`src/rtl/blcr_map.svh`:
```
// What this block does
// - Daylight dim code held, driven after timeout
// - Office max code in bits 6:0
// - Office dim code in bits 6:0
// - Dim code on timeout or dim enable
// - Dark max code in bits 6:0
`ifndef BLCR_MAP_SVH
`define BLCR_MAP_SVH

// ----------------------------------------------------------------
// Register offsets
// ----------------------------------------------------------------
`define BLCR_DAYLIGHT_DIM_OFS 8'h0a
`define BLCR_OFFICE_MAX_OFS   8'h0b
`define BLCR_OFFICE_DIM_OFS   8'h0c
`define BLCR_DARK_MAX_OFS     8'h0d

// ----------------------------------------------------------------
// Field layout and reset values
// ----------------------------------------------------------------
`define BLCR_CODE_MSB         6
`define BLCR_CODE_LSB         0
`define BLCR_CODE_RESET       7'h00

`endif

```
`src/rtl/blcr_pkg.sv`:
```
package blcr_pkg;

    // Ambient light level seen by the backlight
    typedef enum logic [1:0] {
        BLCR_LVL_DAYLIGHT,
        BLCR_LVL_OFFICE,
        BLCR_LVL_DARK
    } blcr_level_type;

    // Register write request from the serial interface
    typedef struct packed {
        logic       wr_en;
        logic [7:0] addr;
        logic [7:0] wdata;
    } blcr_wr_type;

    // Selected backlight drive
    typedef struct packed {
        logic       dimmed;
        logic [6:0] code;
    } blcr_drive_type;

endpackage

```
`src/rtl/blcr_regs.sv`:
```
`timescale 1ns/100ps
`default_nettype none
`include "blcr_map.svh"

module blcr_regs
    import blcr_pkg::*;
(
    // Clock and reset
    input  wire logic           mclk,
    input  wire logic           rst,
    // Register access from the serial interface
    input  wire blcr_wr_type    wr,
    input  wire logic [7:0]     rd_addr,
    output logic [7:0]          rd_data,
    output logic                rd_hit,
    // Backlight control
    input  wire blcr_level_type level,
    input  wire logic           dim_timeout,
    input  wire logic           dim_en,
    input  wire logic [6:0]     daylight_max_code,
    input  wire logic [6:0]     dark_dim_code,
    output blcr_drive_type      drive
);

    // ----------------------------------------------------------------
    // Level current registers
    // ----------------------------------------------------------------
    logic [6:0] daylight_dim_code_q;
    logic [6:0] office_max_code_q;
    logic [6:0] office_dim_code_q;
    logic [6:0] dark_max_code_q;
    logic [6:0] wcode;

    // Bit 7 of write data is dropped on purpose
    assign wcode = wr.wdata[`BLCR_CODE_MSB:`BLCR_CODE_LSB];

    // Daylight dim code
    always_ff @(posedge mclk) begin
        if (rst) begin
            daylight_dim_code_q <= `BLCR_CODE_RESET;
        end else if (wr.wr_en && wr.addr == `BLCR_DAYLIGHT_DIM_OFS) begin
            daylight_dim_code_q <= wcode;
        end
    end

    // Office max code
    always_ff @(posedge mclk) begin
        if (rst) begin
            office_max_code_q <= `BLCR_CODE_RESET;
        end else if (wr.wr_en && wr.addr == `BLCR_OFFICE_MAX_OFS) begin
            office_max_code_q <= wcode;
        end
    end

    // Office dim code
    always_ff @(posedge mclk) begin
        if (rst) begin
            office_dim_code_q <= `BLCR_CODE_RESET;
        end else if (wr.wr_en && wr.addr == `BLCR_OFFICE_DIM_OFS) begin
            office_dim_code_q <= wcode;
        end
    end

    // Dark max code
    always_ff @(posedge mclk) begin
        if (rst) begin
            dark_max_code_q <= `BLCR_CODE_RESET;
        end else if (wr.wr_en && wr.addr == `BLCR_DARK_MAX_OFS) begin
            dark_max_code_q <= wcode;
        end
    end

    // ----------------------------------------------------------------
    // Read mux
    // ----------------------------------------------------------------
    // Top bit always zero; unmapped addresses read zero with no hit
    always_comb begin
        rd_data = 8'h00;
        rd_hit  = 1'b1;
        unique case (rd_addr)
            `BLCR_DAYLIGHT_DIM_OFS: rd_data = {1'b0, daylight_dim_code_q};
            `BLCR_OFFICE_MAX_OFS:   rd_data = {1'b0, office_max_code_q};
            `BLCR_OFFICE_DIM_OFS:   rd_data = {1'b0, office_dim_code_q};
            `BLCR_DARK_MAX_OFS:     rd_data = {1'b0, dark_max_code_q};
            default:                rd_hit  = 1'b0;
        endcase
    end

    // ----------------------------------------------------------------
    // Drive selection
    // ----------------------------------------------------------------
    blcr_drive_type drive_d;
    logic           dim_sel;

    // Either cause dims; the timer itself lives outside this block
    assign dim_sel = dim_timeout | dim_en;

    always_comb begin
        drive_d.dimmed = dim_sel;
        drive_d.code   = 7'h00;
        unique case (level)
            BLCR_LVL_DAYLIGHT: drive_d.code = dim_sel ? daylight_dim_code_q
                                                      : daylight_max_code;
            BLCR_LVL_OFFICE:   drive_d.code = dim_sel ? office_dim_code_q
                                                      : office_max_code_q;
            BLCR_LVL_DARK:     drive_d.code = dim_sel ? dark_dim_code
                                                      : dark_max_code_q;
            default:           drive_d.code = 7'h00;
        endcase
    end

    // Registered so the DAC sees no glitches
    always_ff @(posedge mclk) begin
        if (rst) begin
            drive <= '0;
        end else begin
            drive <= drive_d;
        end
    end
endmodule

`default_nettype wire
```
`config.mk`:
```
export PLATFORM = sky130hd
export DESIGN_NAME = blcr_regs
export DESIGN_NICKNAME = d
export VERILOG_FILES = /design/src/rtl/blcr_pkg.sv /design/src/rtl/blcr_regs.sv
export VERILOG_INCLUDE_DIRS = /design/src /design/src/rtl
export SDC_FILE = /design/constraint.sdc
export NUM_CORES = 1
export LEC_CHECK = 0
export BUFFER_PORTS_ARGS = -buffer_cell sky130_fd_sc_hd__buf_2
export CORE_UTILIZATION = 46
export DETAILED_ROUTE_END_ITERATION = 6
export PLACE_DENSITY = 0.8
export RECOVER_POWER = 100
export SLEW_MARGIN = 10
export SYNTH_ARGS = -nofsm -noshare
export SYNTH_HDL_FRONTEND = slang
export SYNTH_SLANG_ARGS = --single-unit
```
`constraint.sdc`:
```
create_clock -name mclk -period 1.5 [get_ports mclk]
set_input_delay 0.15 -clock mclk [delete_from_list [all_inputs] [get_ports mclk]]
set_output_delay 0.15 -clock mclk [all_outputs]
set_load 0.05 [all_outputs]
```
==> reports/qor.tcl <==
set qor(clk_root_buffer_cell) {clkbuf_8}
set qor(cellPowerDensity_nw_per_um2) 749
set qor(timing.clock.skew_ns) 0.00779
set qor(multiInputGateArea_sq_um) 1260
set qor(fp.dieArea_sq_um) 4750
set qor(ios) 62
set qor(cpMaxStageDelayCell) {or4_4}
set qor(status) {complete, but fails checks}
set qor(yosys_most_used_dff) {dfxtp_1}
set qor(dp.final_hpwl_um) 3440
set qor(htree_levels) 2
set qor(global_route_met3_usage_pct) 5.10
set qor(n_fill_cell) 354
set qor(p_sw_uw) 521
set qor(peakVddDrop_v) 0.000352
set qor(die_x_um) 68.9
set qor(timing.critical_path.arrival_ns) 1.57
set qor(detail_route.wirelength_um) 4670
set qor(layout_worst_path_cycle_share_pct) 115
set qor(drt_first_iter_violations) 136
set qor(grtUsageMet1_pct) 29.5
set qor(cts_tree) {done}
set qor(postSynthCellCount) 208
set qor(wl_per_instance_um) 14.6
set qor(yosys_register_bits) 36
set qor(clkTransAtPathRegs_ns) 0.07
set qor(violations) {setup timing}
set qor(worst-path-max-fanout) 7
set qor(worstSetupPathType) {in2out}
set qor(gr-total-overflow) 0
set qor(maxClockFrequency_mhz) 581
set qor(track_usage_pct) 21.8
set qor(synthesis.area_sq_um) 2060
set qor(nets) 313
set qor(path_cells) {buf_6, or4_4, nor4_4, buf_4, a221o_2, buf_8}
set qor(finish.cell_count_without_fillers) 319
set qor(vias) 1719
set qor(final_hold_violation_count) 0
set qor(first_drt_pass_iteration_count) 4
set qor(grt_setup_unrepaired) {yes}
set qor(timing_worst_slew_pin_value_ns) 0.592
set qor(cts-root-to-sink-buffers) 2
set qor(floorplan.initialDensity_pct) 49.7
set qor(syn_area_per_cell_sq_um) 9.90
set qor(placedCellCount) 311
set qor(clock_latency_ns) 0.29
set qor(n_antenna_cell) 0
set qor(numCtsBuffers) 5
set qor(register_area_sq_um) 721
set qor(postSynthNetCount) 253
set qor(layout.cells.most_common) {mux2i_1}
set qor(busiest_layer) {met2}
set qor(yosys.cell_types.count) 25
set qor(start_kind) {primary input}
set qor(fp.dieH_um) 68.9
set qor(pwr-share-clk_pct) 35.6
set qor(final_critical_path_setup_slack_ns) -0.221
set qor(timing.max_slew.rel_slack_pct) 60.5
set qor(detail_route.drc_violations) 0
set qor(grt.met2_usage_pct) 33.9
set qor(worstSetupEndpointType) {primary output}
set qor(avgViaCountPerCell) 5.39
set qor(yosysWarningCount) 0
set qor(power.share.sequential_pct) 49.9
set qor(p_int_uw) 1420
set qor(power_switching_share_pct) 26.8
set qor(yosysSeqAreaShare_pct) 35.0
set qor(gp_congestion) 0.743
set qor(drv.max_cap_violation_count) 0
set qor(buffer_ports.inserted) 59
set qor(hold_path_class) {in2reg}
set qor(grt_start_max_net_pins) 38
set qor(cp.required_ns) 1.35
set qor(area_delta_synth_final_pct) 26.0
set qor(synth-edff-count) 0
set qor(pwr-share-comb_pct) 14.6
set qor(drive_above_1_share_pct) 29.4
set qor(layout_common_cells) {mux2i_1 (49), buf_2 (41), nand2b_1 (36), dfxtp_1 (36), nand3b_1 (17)}
set qor(slowest_delay_ns) 0.58
set qor(first_global_vias) 1607
set qor(synthArstFlopShare_pct) 0
set qor(grt_pass1_wl_um) 7560
set qor(coreArea_sq_um) 4140
set qor(total_leakage_power_uw) 0.00116
set qor(detail-route-antenna-nets) 0
set qor(final-setup-viol-count) 7
set qor(row_count) 23
set qor(final_core_utilization_pct) 62.6
set qor(grt_antenna_before_repair) 0
set qor(final.min_clock_period_ns) 1.72
set qor(timing.final.max_slew_violations) 0
set qor(cts.sink_count) 36
## repair_timing
| item | 4_1_cts | 5_1_grt |
|---|---|---|
| setup endpoints to repair | 7 | 7 |
| gates resized for setup | 21 | 1 |
| buffers inserted | 0 | 0 |
| pin swaps | 7 | 3 |
| hold buffers | 0 | 0 |
| cloned | 0 | 0 |
## synthesized netlist by cell type (2+ instances only)
cell type  count  area share (%)
nand2b_1      36              11
nor3_1         8             1.9
nand3_1        2            0.49
o211ai_1      14             5.1
mux2i_1       49              24
clkbuf_1      11             2.0
buf_4          2            0.73
nand3b_1      17             6.2
nor4bb_1       2            0.97
buf_2          2            0.49
a221o_2        5             2.7
nor2_1         2            0.36
dfxtp_1       36              35
a221o_1        2            0.97
and3_1         8             2.4
inv_1          2            0.36
nor4_4         2             2.1
## registers in the layout, indices dropped and copies added (netlist names)
signal               cells
office_max_code_q        7
office_dim_code_q        7
drive                    8
daylight_dim_code_q      7
dark_max_code_q          7
## critical path, delay by kind of cell
kind	cells	cell delay, ns
AO/OA/AOI/OAI	1	0.19
buffers and inverters	3	0.43
AND/OR/NAND/NOR	2	0.80
## power by group through the flow
stage	logic [uW]	clock network, uW	registers [uW]
after global placement	282	0	991
after global routing	308	747	972
final	284	692	970
after CTS	287	703	969
after detailed placement	285	0	992
after floorplan	148	0	1030
## layout make-up
| class | count | area share (%) |
|---|---|---|
| repair buffers | 69 | 17.5 |
| well taps | 50 | 2.41 |
| clock buffers | 6 | 2.80 |
| flip-flops and latches | 36 | 27.8 |
| clock inverters | 2 | 0.627 |
| inverters | 2 | 0.289 |
| multi-input cells | 154 | 48.6 |
## cell families after synthesis
logic type      after synthesis  share of synthesized area, %
other cells                   1                         0.182
buf+inv                      18                          4.13
xor+xnor                      1                         0.425
flops                        36                          35.0
compound gates               22                          9.05
mux                          49                          23.8
simple gates                 81                          27.4
## per-stage QoR
step           hold WS (ns)  TNS [ns]  instance area [sq um]  total power, uW  worst slack, ns
2_1_floorplan         0.343     -1.36                   2070             1180           -0.176
3_3_place_gp          0.484     -1.90                   2450             1270           -0.279
3_5_place_dp          0.488     -2.05                   2450             1280           -0.308
4_1_cts               0.192     -1.33                   2610             1960           -0.202
5_1_grt               0.210     -1.67                   2590             2030           -0.251
6_report              0.196     -1.43                   2590             1940           -0.221
## path summary, 6_finish.rpt
check | start | to | slack (ns) | cells past startpoint
max reg2reg | dark_max_code_q[4] | drive[4] | 0.61 | 3
max | rd_addr[6] | rd_data[6] | -0.22 | 6
min reg2reg | office_dim_code_q[6] | office_dim_code_q[6] | 0.51 | 2
min | wr[4] | dark_max_code_q[4] | 0.20 | 3
## metal layers
metal / wire length (um) / up-vias
li1: - / 881
met1: 2270 / 771
met2: 2060 / 58
met3: 254 / 9
met4: 85 / 0
met5: 0 / -
Note: power is estimated with default switching activity, not from simulation.
